## config.mk

```make
export PLATFORM = sky130hd
export DESIGN_NAME = fdcpw_top
export DESIGN_NICKNAME = d
export VERILOG_FILES = /design/src/hdl/fdcpw_pkg.sv /design/src/hdl/fdcpw_tmr_if.sv /design/src/hdl/fdcpw_timer.sv /design/src/hdl/fdcpw_top.sv
export VERILOG_INCLUDE_DIRS = /design/src /design/src/hdl
export SDC_FILE = /design/constraint.sdc
export NUM_CORES = 1
export LEC_CHECK = 0
export BUFFER_PORTS_ARGS = -buffer_cell sky130_fd_sc_hd__buf_4
export CORE_UTILIZATION = 30
export DETAILED_ROUTE_END_ITERATION = 12
export GPL_TIMING_DRIVEN = 0
export PLACE_DENSITY_LB_ADDON = 0.15
export SYNTH_ARGS = -nofsm -noshare
export SYNTH_HDL_FRONTEND = slang
export SYNTH_HIERARCHICAL = 1
export SYNTH_SLANG_ARGS = --single-unit
```

## constraint.sdc

```tcl
create_clock -name clk -period 2.03 [get_ports clk]
set_clock_uncertainty 0.2 [all_clocks]
set_input_delay 0.406 -clock clk [delete_from_list [all_inputs] [get_ports clk]]
set_output_delay 0.406 -clock clk [all_outputs]
set_load 0.03 [all_outputs]
```

## src/hdl/fdcpw_defines.svh

```systemverilog
// constants for the floppy powerdown and wake controller
// assumes a 200 MHz clock and word-aligned 32-bit register slots
`ifndef FDCPW_DEFINES_SVH
`define FDCPW_DEFINES_SVH

// register indexes, byte address is four times the index
`define FDCPW_IDX_STA 4'h0
`define FDCPW_IDX_STB 4'h1
`define FDCPW_IDX_DOC 4'h2
`define FDCPW_IDX_RSC 4'h4
`define FDCPW_IDX_MST 4'h4
`define FDCPW_IDX_FIFO 4'h5
`define FDCPW_IDX_DIS 4'h7
`define FDCPW_IDX_CFG 4'h7
`define FDCPW_IDX_PWR 4'h8

// digital output control fields
`define FDCPW_DOC_RST_N 2
`define FDCPW_DOC_MOT_LO 4
`define FDCPW_DOC_MOT_HI 7
// rate select control fields
`define FDCPW_RSC_SWRST 7
`define FDCPW_RSC_PD 6
// power control fields
`define FDCPW_PWR_AUTO 0

// reset values and the idle main status value
`define FDCPW_DOC_RST 8'h00
`define FDCPW_RSC_RST 8'h02
`define FDCPW_PWR_RST 8'h00
`define FDCPW_MST_IDLE 8'h80

// auto powerdown timer
`define FDCPW_APD_MS 10
`define FDCPW_CLK_MHZ 200
`define FDCPW_TMR_W 21

`endif

```

## src/hdl/fdcpw_pkg.sv

```systemverilog
// types for the floppy powerdown and wake controller
// assumes nothing beyond the defines header
package fdcpw_pkg;
    typedef enum logic [1:0] {
        pwr_active,
        pwr_auto,
        pwr_rate
    } fdcpw_pwr_t;
endpackage

```

## src/hdl/fdcpw_tmr_if.sv

```systemverilog
// link between the controller and its powerdown timer
// assumes both ends share one clock
`timescale 1ns/1ps
interface fdcpw_tmr_if;
    logic restart;
    logic run;
    logic expired;
    modport ctl (output restart, output run, input expired);
    modport tmr (input restart, input run, output expired);
endinterface

```

## src/hdl/fdcpw_timer.sv

```systemverilog
// auto powerdown timer, counts while run is high
// assumes one clock and restart as a one-cycle pulse
`timescale 1ns/1ps
`include "fdcpw_defines.svh"
module fdcpw_timer #(
    parameter logic [`FDCPW_TMR_W-1:0] COUNT = 21'd2_000_000
) (
    // clock and reset
    input wire logic clk,
    input wire logic arst_n,
    // control
    fdcpw_tmr_if.tmr t
);
    logic [`FDCPW_TMR_W-1:0] cnt_reg;

    // cleared when stopped, so every start is a full period
    always_ff @(posedge clk or negedge arst_n) begin
        if (!arst_n) begin
            cnt_reg <= '0;
        end else if (t.restart || !t.run) begin
            cnt_reg <= '0;
        end else if (cnt_reg != COUNT) begin
            cnt_reg <= cnt_reg + 1'b1;
        end
    end

    assign t.expired = (cnt_reg == COUNT);
endmodule

```

## src/hdl/fdcpw_top.sv

```systemverilog
// floppy controller powerdown and wake logic with avalon register slave
// assumes synchronous inputs, core status from the disk controller core
//
// Our own choice: the Avalon-MM slave port.
`timescale 1ns/1ps
`include "fdcpw_defines.svh"

// Summary of operation
// [RULE1] rate select powerdown overrides auto powerdown; auto resumes later
// [RULE2] host reset pin or either software reset bit wakes, full reset
// [RULE3] waking register access resumes prior state, no reinitialisation
// [RULE4] setting a motor enable bit wakes; reading it does not
// [RULE5] any main status read wakes from auto powerdown
// [RULE6] any fifo data read or write wakes from auto powerdown
// [RULE7] after wake the 10 ms timer restarts before next powerdown
// [RULE8] plain output or rate control writes do not wake
// [RULE9] status, digital input and config accesses leave part asleep
// [RULE10] reads while asleep return true current register value
// [RULE11] writes while asleep are kept and applied on wake
// [RULE12] access while asleep raises power briefly then drops again
// [RULE13] system bus side keeps working in auto powerdown
// [RULE14] motor, select, write data and gate pins tristate while asleep
// [RULE15] step, direction, head and density stay driven; inputs still work
// [RULE16] enter auto only: motors off, idle 80h, no int, timers done
// [RULE17] wake and timer expiry together resolve as wake
module fdcpw_top
    import fdcpw_pkg::*;
#(
    parameter logic [`FDCPW_TMR_W-1:0] APD_CYCLES =
        `FDCPW_TMR_W'(`FDCPW_APD_MS * 1000 * `FDCPW_CLK_MHZ)
) (
    // clock and reset
    input wire logic clk,
    input wire logic arst_n,
    // avalon register slave
    input wire logic [5:0] avs_address,
    input wire logic avs_read,
    input wire logic avs_write,
    input wire logic [31:0] avs_writedata,
    input wire logic [3:0] avs_byteenable,
    output logic [31:0] avs_readdata,
    output logic avs_waitrequest,
    // host reset
    input wire logic host_reset_pin_n,
    // disk controller core
    input wire logic [7:0] core_msr,
    input wire logic core_int,
    input wire logic core_head_unload_done,
    input wire logic [7:0] core_fifo_rdata,
    input wire logic core_wdata_n,
    input wire logic core_wgate_n,
    input wire logic core_step_n,
    input wire logic core_dir_n,
    input wire logic core_hdsel_n,
    output logic core_reset,
    output logic core_fifo_rd,
    output logic core_fifo_wr,
    output logic [7:0] core_fifo_wdata,
    output logic [1:0] core_rate,
    output logic core_clk_en,
    output logic core_powered_down,
    // drive outputs, tristated while asleep
    output logic motor_on_out_n,
    output logic motor_on_oe,
    output logic drive_select_out_n,
    output logic drive_select_oe,
    output logic write_stream_out_n,
    output logic write_stream_oe,
    output logic write_gate_out_n,
    output logic write_gate_oe,
    // drive outputs, always driven
    output logic step_direction_out_n,
    output logic step_pulse_out_n,
    output logic head_side_out_n,
    output logic [1:0] density_select_out,
    // drive status inputs
    input wire logic read_stream_in_n,
    input wire logic write_protect_in_n,
    input wire logic track_zero_in_n,
    input wire logic index_pulse_in_n,
    input wire logic disk_change_in_n
);
    // ****************************************
    // bus slave
    // ****************************************
    fdcpw_pwr_t pwr_reg;
    fdcpw_pwr_t pwr_next;
    logic [7:0] doc_reg;
    logic [1:0] rate_reg;
    logic [7:0] pwr_ctl_reg;
    logic [3:0] idx;
    logic wr_acc;
    logic rd_acc;
    logic wr_lane;
    logic [7:0] wbyte;
    logic [7:0] rd_byte;
    logic hw_rst;
    logic sw_rst;
    logic wake;
    logic rate_pd_req;
    logic enter_ok;
    fdcpw_tmr_if tmr_if ();

    assign idx = avs_address[5:2];
    assign wbyte = avs_writedata[7:0];
    assign wr_lane = avs_byteenable[0] && (avs_address[1:0] == 2'b00);
    // access takes effect at the edge where waitrequest is seen low
    assign wr_acc = avs_write && !avs_waitrequest && wr_lane;
    assign rd_acc = avs_read && !avs_waitrequest;

    // one wait state, answered whatever the power state
    always_ff @(posedge clk or negedge arst_n) begin
        if (!arst_n) begin
            avs_waitrequest <= 1'b1;
        end else if (!avs_waitrequest) begin
            avs_waitrequest <= 1'b1;
        end else if (avs_read || avs_write) begin
            avs_waitrequest <= 1'b0; // RULE13
        end
    end

    // true live values in every power state
    always_comb begin
        rd_byte = 8'h00;
        if (avs_address[1:0] == 2'b00) begin
            unique case (idx)
                `FDCPW_IDX_STA: rd_byte = {5'h00, ~track_zero_in_n,
                    ~index_pulse_in_n, ~write_protect_in_n}; // RULE9
                `FDCPW_IDX_STB: rd_byte = {7'h00, ~read_stream_in_n};
                `FDCPW_IDX_DOC: rd_byte = doc_reg; // RULE10
                `FDCPW_IDX_MST: rd_byte = core_msr;
                `FDCPW_IDX_FIFO: rd_byte = core_fifo_rdata;
                `FDCPW_IDX_DIS: rd_byte = {~disk_change_in_n, 7'h00};
                `FDCPW_IDX_PWR: rd_byte = {5'h00, pwr_reg,
                    pwr_ctl_reg[`FDCPW_PWR_AUTO]};
                default: rd_byte = 8'h00;
            endcase
        end
    end

    always_ff @(posedge clk or negedge arst_n) begin
        if (!arst_n) begin
            avs_readdata <= 32'h0000_0000;
        end else if (avs_read && avs_waitrequest) begin
            avs_readdata <= {24'h00_0000, rd_byte}; // RULE10
        end
    end

    // ****************************************
    // registers
    // ****************************************
    // stored regardless of power state, kept across sleep
    always_ff @(posedge clk or negedge arst_n) begin
        if (!arst_n) begin
            doc_reg <= `FDCPW_DOC_RST;
            rate_reg <= 2'(`FDCPW_RSC_RST);
            pwr_ctl_reg <= `FDCPW_PWR_RST;
        end else if (hw_rst) begin
            doc_reg <= `FDCPW_DOC_RST; // RULE2
            rate_reg <= 2'(`FDCPW_RSC_RST);
        end else if (wr_acc) begin
            unique case (idx)
                `FDCPW_IDX_DOC: doc_reg <= wbyte; // RULE11
                `FDCPW_IDX_RSC: rate_reg <= wbyte[1:0];
                `FDCPW_IDX_CFG: rate_reg <= wbyte[1:0]; // RULE9
                `FDCPW_IDX_PWR: pwr_ctl_reg <= {7'h00,
                    wbyte[`FDCPW_PWR_AUTO]};
                default: ;
            endcase
        end
    end

    // ****************************************
    // wake and sleep events
    // ****************************************
    assign hw_rst = !host_reset_pin_n;
    assign sw_rst = wr_acc && (
        (idx == `FDCPW_IDX_DOC && !wbyte[`FDCPW_DOC_RST_N]) ||
        (idx == `FDCPW_IDX_RSC && wbyte[`FDCPW_RSC_SWRST])); // RULE2
    assign rate_pd_req = wr_acc && idx == `FDCPW_IDX_RSC &&
        wbyte[`FDCPW_RSC_PD];

    // dor reads and plain control writes are absent here
    assign wake = hw_rst || sw_rst || // RULE8
        (wr_acc && idx == `FDCPW_IDX_DOC &&
            wbyte[`FDCPW_DOC_MOT_HI:`FDCPW_DOC_MOT_LO] != 4'h0) || // RULE4
        (rd_acc && idx == `FDCPW_IDX_MST) || // RULE5
        ((rd_acc || wr_acc) && idx == `FDCPW_IDX_FIFO); // RULE6

    assign enter_ok = pwr_ctl_reg[`FDCPW_PWR_AUTO] &&
        doc_reg[`FDCPW_DOC_MOT_HI:`FDCPW_DOC_MOT_LO] == 4'h0 &&
        core_msr == `FDCPW_MST_IDLE && !core_int &&
        core_head_unload_done && tmr_if.expired; // RULE16

    // ****************************************
    // power state
    // ****************************************
    always_comb begin
        pwr_next = pwr_reg;
        unique case (pwr_reg)
            pwr_active: begin
                if (rate_pd_req && !hw_rst && !sw_rst) begin
                    pwr_next = pwr_rate;
                end else if (enter_ok && !wake) begin
                    pwr_next = pwr_auto; // RULE17
                end
            end
            pwr_auto: begin
                if (hw_rst || sw_rst) begin
                    pwr_next = pwr_active;
                end else if (rate_pd_req) begin
                    pwr_next = pwr_rate; // RULE1
                end else if (wake) begin
                    pwr_next = pwr_active; // RULE3
                end
            end
            pwr_rate: begin
                if (hw_rst || sw_rst) begin
                    pwr_next = pwr_active; // RULE1
                end
            end
        endcase
    end

    always_ff @(posedge clk or negedge arst_n) begin
        if (!arst_n) begin
            pwr_reg <= pwr_active;
        end else begin
            pwr_reg <= pwr_next;
        end
    end

    // ****************************************
    // powerdown timer
    // ****************************************
    assign tmr_if.restart = wake; // RULE7
    assign tmr_if.run = pwr_ctl_reg[`FDCPW_PWR_AUTO] &&
        pwr_reg == pwr_active;

    fdcpw_timer #(
        .COUNT(APD_CYCLES)
    ) u_timer (
        .clk(clk),
        .arst_n(arst_n),
        .t(tmr_if.tmr)
    );

    // ****************************************
    // core side
    // ****************************************
    // only resets restart the core; waking accesses do not
    always_ff @(posedge clk or negedge arst_n) begin
        if (!arst_n) begin
            core_reset <= 1'b1;
        end else begin
            core_reset <= hw_rst || sw_rst ||
                !doc_reg[`FDCPW_DOC_RST_N]; // RULE2
        end
    end

    always_ff @(posedge clk or negedge arst_n) begin
        if (!arst_n) begin
            core_fifo_rd <= 1'b0;
            core_fifo_wr <= 1'b0;
            core_fifo_wdata <= 8'h00;
        end else begin
            core_fifo_rd <= rd_acc && idx == `FDCPW_IDX_FIFO;
            core_fifo_wr <= wr_acc && idx == `FDCPW_IDX_FIFO;
            if (wr_acc && idx == `FDCPW_IDX_FIFO) begin
                core_fifo_wdata <= wbyte;
            end
        end
    end

    // stored rate reaches the core only while awake
    always_ff @(posedge clk or negedge arst_n) begin
        if (!arst_n) begin
            core_rate <= 2'(`FDCPW_RSC_RST);
        end else if (pwr_reg == pwr_active) begin
            core_rate <= rate_reg; // RULE11
        end
    end

    // clock on while awake or while an access is in flight
    always_ff @(posedge clk or negedge arst_n) begin
        if (!arst_n) begin
            core_clk_en <= 1'b1;
            core_powered_down <= 1'b0;
        end else begin
            core_clk_en <= pwr_next == pwr_active ||
                avs_read || avs_write; // RULE12
            core_powered_down <= pwr_next != pwr_active;
        end
    end

    // ****************************************
    // drive pins
    // ****************************************
    always_ff @(posedge clk or negedge arst_n) begin
        if (!arst_n) begin
            motor_on_out_n <= 1'b1;
            drive_select_out_n <= 1'b1;
            write_stream_out_n <= 1'b1;
            write_gate_out_n <= 1'b1;
        end else begin
            motor_on_out_n <= !doc_reg[`FDCPW_DOC_MOT_LO];
            drive_select_out_n <= doc_reg[1:0] != 2'b00;
            write_stream_out_n <= core_wdata_n;
            write_gate_out_n <= core_wgate_n;
        end
    end

    always_ff @(posedge clk or negedge arst_n) begin
        if (!arst_n) begin
            motor_on_oe <= 1'b1;
            drive_select_oe <= 1'b1;
            write_stream_oe <= 1'b1;
            write_gate_oe <= 1'b1;
        end else begin
            motor_on_oe <= pwr_next == pwr_active; // RULE14
            drive_select_oe <= pwr_next == pwr_active;
            write_stream_oe <= pwr_next == pwr_active;
            write_gate_oe <= pwr_next == pwr_active;
        end
    end

    always_ff @(posedge clk or negedge arst_n) begin
        if (!arst_n) begin
            step_direction_out_n <= 1'b1;
            step_pulse_out_n <= 1'b1;
            head_side_out_n <= 1'b1;
            density_select_out <= 2'b00;
        end else begin
            step_direction_out_n <= core_dir_n; // RULE15
            step_pulse_out_n <= core_step_n;
            head_side_out_n <= core_hdsel_n;
            density_select_out <= core_rate;
        end
    end
endmodule

```

* Word-level counts from Yosys, hierarchy flattened
Index checks and enable logic that the tools add are counted.
** Operators by class
- $add $sub $neg :: 1
- Eq/ne operators :: 14
- Mux-type cells :: 19
- Bitwise gates (word level) :: 5
- Reduce and logical (&&, ||, !) cells :: 58
** Operators with widths (count)
- $pmux 8 s7 :: 1
- $mux 21 :: 2
- $mux 8 :: 4
- $logic_and 1x1->1 :: 25
- $add 21x1->21 const B :: 1
- $eq 21x21->1 const B :: 1
- $ne 21x21->1 const B :: 1
- $mux 2 :: 9
- $eq 4x3->1 const B :: 3
- $logic_or 1x1->1 :: 11
- $logic_not 1->1 :: 9
- $eq 8x8->1 const B :: 1
- $logic_not 4->1 :: 2
- $logic_not 2->1 :: 3
- $pmux 2 s3 :: 1
- $reduce_bool 2->1 :: 3
- $not 1->1 :: 5
- $eq 4x1->1 const B :: 1
- $eq 4x2->1 const B :: 1
- $eq 4x4->1 const B :: 1
- $ne 2x1->1 const B :: 2
- $reduce_and 2->1 :: 2
- $reduce_bool 4->1 :: 1
- $reduce_and 3->1 :: 1
- 5 further kinds :: 6
** Storage, ports and cells
- Flip-flop bits (word level) :: 68
- Bits of input ports :: 75
- Output and inout port bits :: 61
- Logic and storage cells :: 120

* Logic depth before layout (Yosys ltp)
Gate-level depths: netlist (run 1).
- Word-level depth :: 16
- Depth in mapped cells :: 11
- Mapped depth without buffers :: 11

* Hierarchy
Netlist (run 1), hierarchy kept.
** By module, submodules not included
- fdcpw_top :: instances 1, cells each 229, area an instance 2423.6 um^2, sequential area each 1192.4 um^2
- fdcpw_timer :: instances 1, cells each 124, area an instance 1116.1 um^2, sequential area each 525.5 um^2

* Least setup slack after synthesis (run 1)
OpenSTA, ideal clock, no wires.
- Kind :: register to register
- Start point :: register u_timer.cnt_reg[0]
- End point :: register core_powered_down
- Library setup time :: 0.124 ns
- Arrival time :: 1.911 ns
- Data required time :: 1.706 ns
- Path slack :: -0.206 ns
- Cell stages (with the launch flop) :: 12
- Buffers on the path :: 0
- Clock period less this slack :: 2.236 ns
- Path through :: dfrtp_1 inv_1 ha_1 nand3_1 or2_2 nor2_1 and4b_1 nand4_1 inv_1 a31oi_1 o221a_1 or2_1
** Between the ends
- Word-level cells in the longest chain between the ends :: 7
** RTL lines
- start: declaration :: RTL line fdcpw_timer.sv:14 : logic [`FDCPW_TMR_W-1:0] cnt_reg;
- start signal: assignment :: RTL line fdcpw_timer.sv:23 : cnt_reg <= cnt_reg + 1'b1;
- $eq 21x21->1 :: RTL line fdcpw_timer.sv:27 : assign t.expired = (cnt_reg == COUNT);
- via tmr_if.expired :: RTL line fdcpw_tmr_if.sv:7 : logic expired;
- $logic_and 1x1->1 :: RTL line fdcpw_top.sv:190 : assign enter_ok = pwr_ctl_reg[`FDCPW_PWR_AUTO] &&
- $logic_and 1x1->1 :: RTL line fdcpw_top.sv:204 : end else if (enter_ok && !wake) begin
- $mux 2 :: RTL line fdcpw_top.sv:204
- $mux 2 :: RTL line fdcpw_top.sv:202 : if (rate_pd_req && !hw_rst && !sw_rst) begin
- $pmux 2 s3 :: RTL line fdcpw_top.sv:200 : unique case (pwr_reg)
- via pwr_next[1] :: RTL line fdcpw_top.sv:87 : fdcpw_pwr_t pwr_next;
- $reduce_bool 2->1 :: RTL line fdcpw_top.sv:292 : core_powered_down <= pwr_next != pwr_active;
- end signal: assignment :: RTL line fdcpw_top.sv:292
- end: declaration :: RTL line fdcpw_top.sv:61 : output logic core_powered_down,
The timed path passes the listed nets, and every way through them passes these cells.
A chain may end at the register's enable or synchronous reset.

* Worst setup path after layout (run 1)
- Start point :: register u_timer.cnt_reg[1]
- End point :: register core_powered_down
Same word-level chain as after synthesis.

==> impl_metrics.json, run 1 <==
{
  "route.vias.total": 3044,
  "grt_max_degree": 69,
  "synth_top_area_cell": "dfrtp_1",
  "setup_viol": 14,
  "portBuffers": 83,
  "intPower_mw": 2.60,
  "clkPwrFrac": 0.394,
  "holdCritPathClass": "in2async",
  "core_area_sq_um": 11500,
  "drt_iter0_drc": 114,
  "die_w_um": 111,
  "tns_ns": -2.53,
  "power_frac_seq": 0.401,
  "layout_worst_path_cycle_share": 1.19,
  "register_area_sq_um": 1720,
  "whs_ns": -0.000762,
  "routedWlPerCell_um": 14.9,
  "avgSynthCellArea_sq_um": 10.0,
  "async_flop_share": 1.00,
  "grt_pass1_wl_um": 14900,
  "drv_cap": 0,
  "crit_fanout": 5,
  "criticalPathCategory": "reg2reg",
  "slew_headroom": 0.388,
  "cts_buffers": 9,
  "syn_inst": 353,
  "avgViaCountPerCell": 4.81,
  "rows": 39,
  "cts.sinks": 68,
  "violations": "negative hold slack, negative setup slack",
  "switchingPower_mw": 1.03,
  "track_usage": 0.156,
  "crit_required_ns": 2.05,
  "post-route-util": 0.435,
  "comb_power_share": 0.204,
  "post-place-ws_ns": -0.614,
  "yosysWarnings": 6,
  "start_util": 0.309,
  "clk_latency_ns": 0.33,
  "fmax_mhz": 414,
  "cts.clk_slew.worst_paths_ns": 0.05,
  "synth_most_common_cell": "dfrtp_1",
  "arrival_ns": 2.43,
  "cts_root_buf": "clkbuf_16",
  "endpoint_kind": "flop",
  "drtPass1Iterations": 5,
  "antenna_found_initial": 0,
  "cts_buffer_depth": 2,
  "yosysSeqAreaShare": 0.485,
  "grt_remaining_overflow": 0,
  "synth_flop_cell": "dfrtp_1",
  "grt_setup_unrepaired": "true",
  "p_per_area_nw_per_um2": 727,
  "fp.dieH_um": 111,
  "period_minus_slack_ns": 2.42,
  "peakVddDrop_uv": 497,
  "synth.distinct_cells": 55,
  "drive_above_1_share": 0.416,
  "finalHoldViolations": 1,
  "p_leak_nw": 2.28,
  "multi_input_area_sq_um": 1710,
  "drc": 0,
  "timing.final.ws_setup_ns": -0.386,
  "fillers": 1118,
  "nNetsFinal": 565,
  "synth_top_cell_area_share": 0.389,
  "ys_top_cells_by_area": "dfrtp_1 39%, dfstp_2 9.7%, buf_4 5.9%",
  "hpwlAfterDp_um": 6650,
  "synth_edf_count": 0,
  "status": "finished with violations",
  "ys_ff_latch": 68,
  "syn2layout_area_growth_pct": 41.0,
  "swShare": 0.283,
  "largest_reg_flops": 21,
  "cts_tree": "done",
  "setup.worst_path.start": "u_timer/cnt_reg[1]",
  "synth_common_cells": "55 x dfrtp_1, 32 x nand2_1, 28 x buf_4, 22 x o21ai_0, 20 x a21oi_1",
  "ios": 136,
  "n_antenna_cell": 0,
  "netlist_area_sq_um": 3540,
  "start_kind": "flop",
  "die_area_sq_um": 12200,
  "r2r-start": "u_timer/cnt_reg[1]",
  "grt_pass1_vias": 2977,
  "tightest_slew_ns": 0.917,
  "finalMaxSlewViolations": 0,
  "drt-total-wl_um": 9400,
  "place.gp.congestion": 0.808,
  "htree_num_levels": 3,
  "ant_nets": 0
}
[worst max-delay path: stages, from the launching register on]
cell	delay, ns
dfrtp_1	0.42
inv_1	0.08
ha_1	0.15
nand3_2	0.08
or2_4	0.25
nor2_1	0.08
and4b_1	0.24
nand4_1	0.13
inv_2	0.10
a31oi_1	0.08
o221a_1	0.27
or2_1	0.22
[layout make-up]
cell class	count	area share
buffer	37	0.0567
clock buffer	12	0.0494
sequential	68	0.345
timing repair buffer	100	0.153
inverter	17	0.0128
clock inverter	4	0.00501
multi-input combinational	252	0.342
tap	143	0.0358
[routing by layer]
layer	global-route usage	up-vias	routed length (um)
met2	0.265	97	4730
met3	0.0428	11	501
met5	0	-	0
met4	0.0569	0	184
li1	-	1477	-
met1	0.189	1459	3990
[metrics by stage]
| step | std cells | area, sq um | power, mW |
|---|---|---|---|
| 6_report | 633 | 4990 | 3.63 |
| 2_1_floorplan | 376 | 3660 | 1.92 |
| 5_1_grt | 633 | 4990 | 3.80 |
| 4_1_cts | 627 | 4880 | 3.66 |
| 3_3_place_gp | 602 | 4460 | 2.18 |
| 3_5_place_dp | 602 | 4460 | 2.18 |
[power groups by stage]
stage,clock [mW],combinational (mW),sequential (mW)
finish,1.43,0.741,1.46
global route,1.53,0.801,1.46
CTS,1.48,0.724,1.46
detailed placement,0,0.707,1.48
global placement,0,0.699,1.48
floorplan,0,0.365,1.55
[path summary, 6_finish.rpt]
kind / endpoint / slack [ns] / cells past startpoint
worst max-delay path: core_powered_down / -0.39 / 11
worst min-delay path: u_timer/cnt_reg[13] / -0.0008 / 1
worst max register to register: core_powered_down / -0.39 / 11
worst min register to register: density_select_out[1] / 0.22 / 0
max in group asynchronous: u_timer/cnt_reg[6] / 0.99 / 1
min in group clk: avs_waitrequest / 0.04 / 2
[cells in the final DEF (no fill, tap or decap), types with 3 or more instances in the layout]
master	n
xnor2_1	4
buf_4	123
nand2_1	29
clkbuf_16	9
clkbuf_1	4
mux2_2	11
or4_1	3
a21oi_1	15
o21ai_1	3
a222oi_1	6
conb_1	24
nor3_1	5
inv_1	16
clkbuf_8	3
nand2_2	3
dlygate4sd3_1	5
or4_4	5
a31oi_1	4
nand4_1	5
a21oi_2	5
o31ai_1	4
a21boi_0	3
dfstp_2	13
or3_1	5
mux2i_1	10
o21ai_0	20
nor4_1	4
ha_1	4
buf_2	3
dfrtp_1	52
nor2_1	18
nor2b_1	7
dfrtp_2	3
nand3_1	12
[cells by family (layout without fill, tap and decap cells)]
kind of cell	after synthesis	in the layout	share of synthesized area
AND/OR/NAND/NOR	124	124	0.198
AO/OA/AOI/OAI	71	71	0.125
flip-flops	68	68	0.485
buffers and inverters	56	170	0.0926
multiplexers	21	21	0.0633
XOR/XNOR	7	7	0.0173
adder cells (fa/ha/maj)	5	5	0.0177
other	1	24	0.00106
[repair_timing]
action,in CTS,in global routing
setup endpoints to repair,46,28
hold endpoints to repair,5,0
buffers inserted,5,7
pin swaps,8,6
hold buffers,5,0
gates resized for setup,14,19
Note: power is estimated with default switching activity, not from simulation.
==> run 2: changes to the inputs <==
--- a/config.mk
+++ b/config.mk
@@ -13,5 +13,4 @@
 export PLACE_DENSITY_LB_ADDON = 0.15
 export SYNTH_ARGS = -nofsm -noshare
 export SYNTH_HDL_FRONTEND = slang
-export SYNTH_HIERARCHICAL = 1
 export SYNTH_SLANG_ARGS = --single-unit
==> run 2 against run 1 <==
  * The flow still finishes with violations (negative hold slack, negative setup slack)
  * Sequential power is essentially flat
  * Sequential cell count is the same
  * Worst setup slack gained 0.19 ns
  * Maximum frequency grew 8.4%
  * Global-route usage shrank 0.15 points
  * Sequential share of layout area shrank 0.20 points
  * Total power grew 6.8%
  * Worst hold slack lost 0.018 ns
  * Core utilization grew 0.20 points
  * Largest power group is now the clock network
  * Critical path depth shrank 5
==> impl_metrics.json, run 2 <==
{
  "synth_top_area_cell": "dfrtp_1",
  "synth_most_common_cell": "dfrtp_1",
  "largest_reg_flops": 21,
  "cts_root_buf": "clkbuf_16",
  "drv_cap": 0,
  "wl_met1_um": 3850,
  "grt_remaining_overflow": 0,
  "grt_pass1_wl_um": 15100,
  "start_util": 0.310,
  "synth_top_cell_area_share": 0.387,
  "die_w_um": 111,
  "p_leak_nw": 2.29,
  "status": "finished with violations",
  "totalPowerFinal_mw": 3.87,
  "core_area_sq_um": 11500,
  "p_per_area_nw_per_um2": 772,
  "die_area_sq_um": 12300,
  "nNetsFinal": 565,
  "avgSynthCellArea_sq_um": 10.1,
  "arrival_ns": 2.24,
  "synth_edf_count": 0,
  "layout_worst_path_cycle_share": 1.10,
  "slew_headroom": 0.424,
  "portBuffers": 82,
  "tightest_slew_ns": 0.865,
  "synth_common_cells": "55 x dfrtp_1, 41 x nand2_1, 39 x nor2_1, 27 x buf_4, 16 x xnor2_1",
  "async_flop_share": 1.00,
  "syn2layout_area_growth_pct": 40.9,
  "avgViaCountPerCell": 4.67,
  "rows": 39,
  "final_cell_mix": "122 x buf_4, 54 x dfrtp_1, 38 x nand2_1, 36 x nor2_1, 24 x conb_1",
  "netlist_area_sq_um": 3560,
  "violations": "negative hold slack, negative setup slack",
  "ys_ff_latch": 68,
  "layout.cells.non_filler": 633,
  "track_usage": 0.155,
  "ios": 136,
  "cts.clk_slew.worst_paths_ns": 0.06,
  "ant_nets": 0,
  "cts.sinks": 68,
  "endpoint_kind": "flop",
  "cts_tree": "done",
  "tns_ns": -0.705,
  "grt_pass1_vias": 3027,
  "fp.dieH_um": 111,
  "route.vias.total": 2954,
  "ys_top_cells_by_area": "dfrtp_1 39%, dfstp_2 9.6%, buf_4 5.7%",
  "dp_cells": 601,
  "top_layer_used": "met4",
  "yosysSeqAreaShare": 0.483,
  "routed-wl-met3_um": 412,
  "finalMaxSlewViolations": 0,
  "timing.final.ws_setup_ns": -0.199,
  "criticalPathCategory": "reg2reg",
  "cts_buffers": 9,
  "drtPass1Iterations": 4,
  "crit_required_ns": 2.04,
  "fillers": 1159,
  "drt-total-wl_um": 9140,
  "setup_viol": 6,
  "yosysWarnings": 0,
  "crit_fanout": 4,
  "period_minus_slack_ns": 2.23,
  "post-place-ws_ns": -0.492,
  "routedWlPerCell_um": 14.4,
  "drt_iter0_drc": 101,
  "holdCritPathClass": "in2async",
  "start_kind": "flop",
  "cts_buffer_depth": 2,
  "place.gp.congestion": 0.785,
  "final_common_cell": "buf_4",
  "n_antenna_cell": 0,
  "finalHoldViolations": 12,
  "peakVddDrop_uv": 442,
  "synth.distinct_cells": 54,
  "htree_num_levels": 3,
  "hpwlAfterDp_um": 6500,
  "synth_flop_cell": "dfrtp_1",
  "drive_above_1_share": 0.394,
  "fmax_mhz": 449,
  "antenna_found_initial": 0,
  "drc": 0,
  "clk_latency_ns": 0.34,
  "grt_max_degree": 69,
  "routed-wl-met2_um": 4750,
  "whs_ns": -0.0190,
  "grt_setup_unrepaired": "true",
  "syn_inst": 353
}
run 2: cell types whose count changed after synthesis, sizes merged, moves of 9 or more:
| cell | delta |
|---|---|
| xnor2 | +11 |
| o21ai | -13 |
| nand2 | +9 |
| a22oi | +9 |
| a21oi | -16 |
| nor2 | +21 |
run 2: critical path, cell delays in order, from the launching register on:
cell,delay (ns)
dfrtp_1,0.39
or4_4,0.55
nor3_4,0.22
nand3_4,0.13
o41ai_4,0.25
a221oi_2,0.14
or2_1,0.22
run 2: final timing paths:
kind / startpoint / end / slack, ns / cells past startpoint
min in group clk: avs_write / avs_waitrequest / 0.07 / 2
worst max register to register: u_timer.cnt_reg[2] / core_powered_down / -0.20 / 6
max in group asynchronous: arst_n / pwr_reg[1] / 1.04 / 1
worst min-delay path: arst_n / u_timer.cnt_reg[12] / -0.02 / 1
worst min register to register: core_rate[1] / density_select_out[1] / 0.22 / 0
worst max-delay path: u_timer.cnt_reg[2] / core_powered_down / -0.20 / 6
run 2: final cells by class:
class,count,area [sq um],share of cell area
Clock inverter,7,75.1,0.0150
Buffer,38,270,0.0539
Sequential cell,68,1720,0.343
Tap cell,143,179,0.0357
Clock buffer,9,225,0.0449
Multi-Input combinational cell,255,1730,0.346
Inverter,14,52.6,0.0105
Timing Repair Buffer,99,759,0.151
run 2: report_power, final:
| group | switching, mW | total, mW | internal (mW) |
|---|---|---|---|
| Clock | 0.633 | 1.59 | 0.957 |
| Combinational | 0.457 | 0.814 | 0.358 |
| Sequential | 0.0444 | 1.47 | 1.42 |
| Total | 1.13 | 3.87 | 2.74 |
run 2: cell families (layout without fill, tap and decap cells):
logic type      Yosys count  in the layout  synth area share
simple gates            139            139             0.204
flops                    68             68             0.483
buf+inv                  53            167            0.0879
compound gates           51             51             0.109
xor+xnor                 21             21            0.0517
mux                      15             15            0.0461
fa+ha+maj                 5              5            0.0176
other cells               1             24           0.00105
run 2: repair_timing:
| item | 4_1_cts | 5_1_grt |
|---|---|---|
| hold buffers | 5 | 0 |
| pin swaps | 5 | 8 |
| buffers inserted | 9 | 2 |
| gates cloned | 0 | 1 |
| resized for setup | 9 | 22 |
| setup endpoints to repair | 50 | 25 |
| endpoints found under the hold margin | 5 | 0 |
run 2: through the flow:
| step | area (sq um) | util |
|---|---|---|
| after global routing | 5010 | 0.437 |
| after detailed placement | 4460 | 0.389 |
| after CTS | 4930 | 0.430 |
| final | 5010 | 0.437 |
| after floorplan | 3670 | - |
| after global placement | 4460 | 0.389 |
run 2: layer usage:
layer  up-vias  track usage
li1       1438            -
met1      1429        0.187
met2        78        0.269
met3         9       0.0355
met4         0       0.0533
met5         -            0
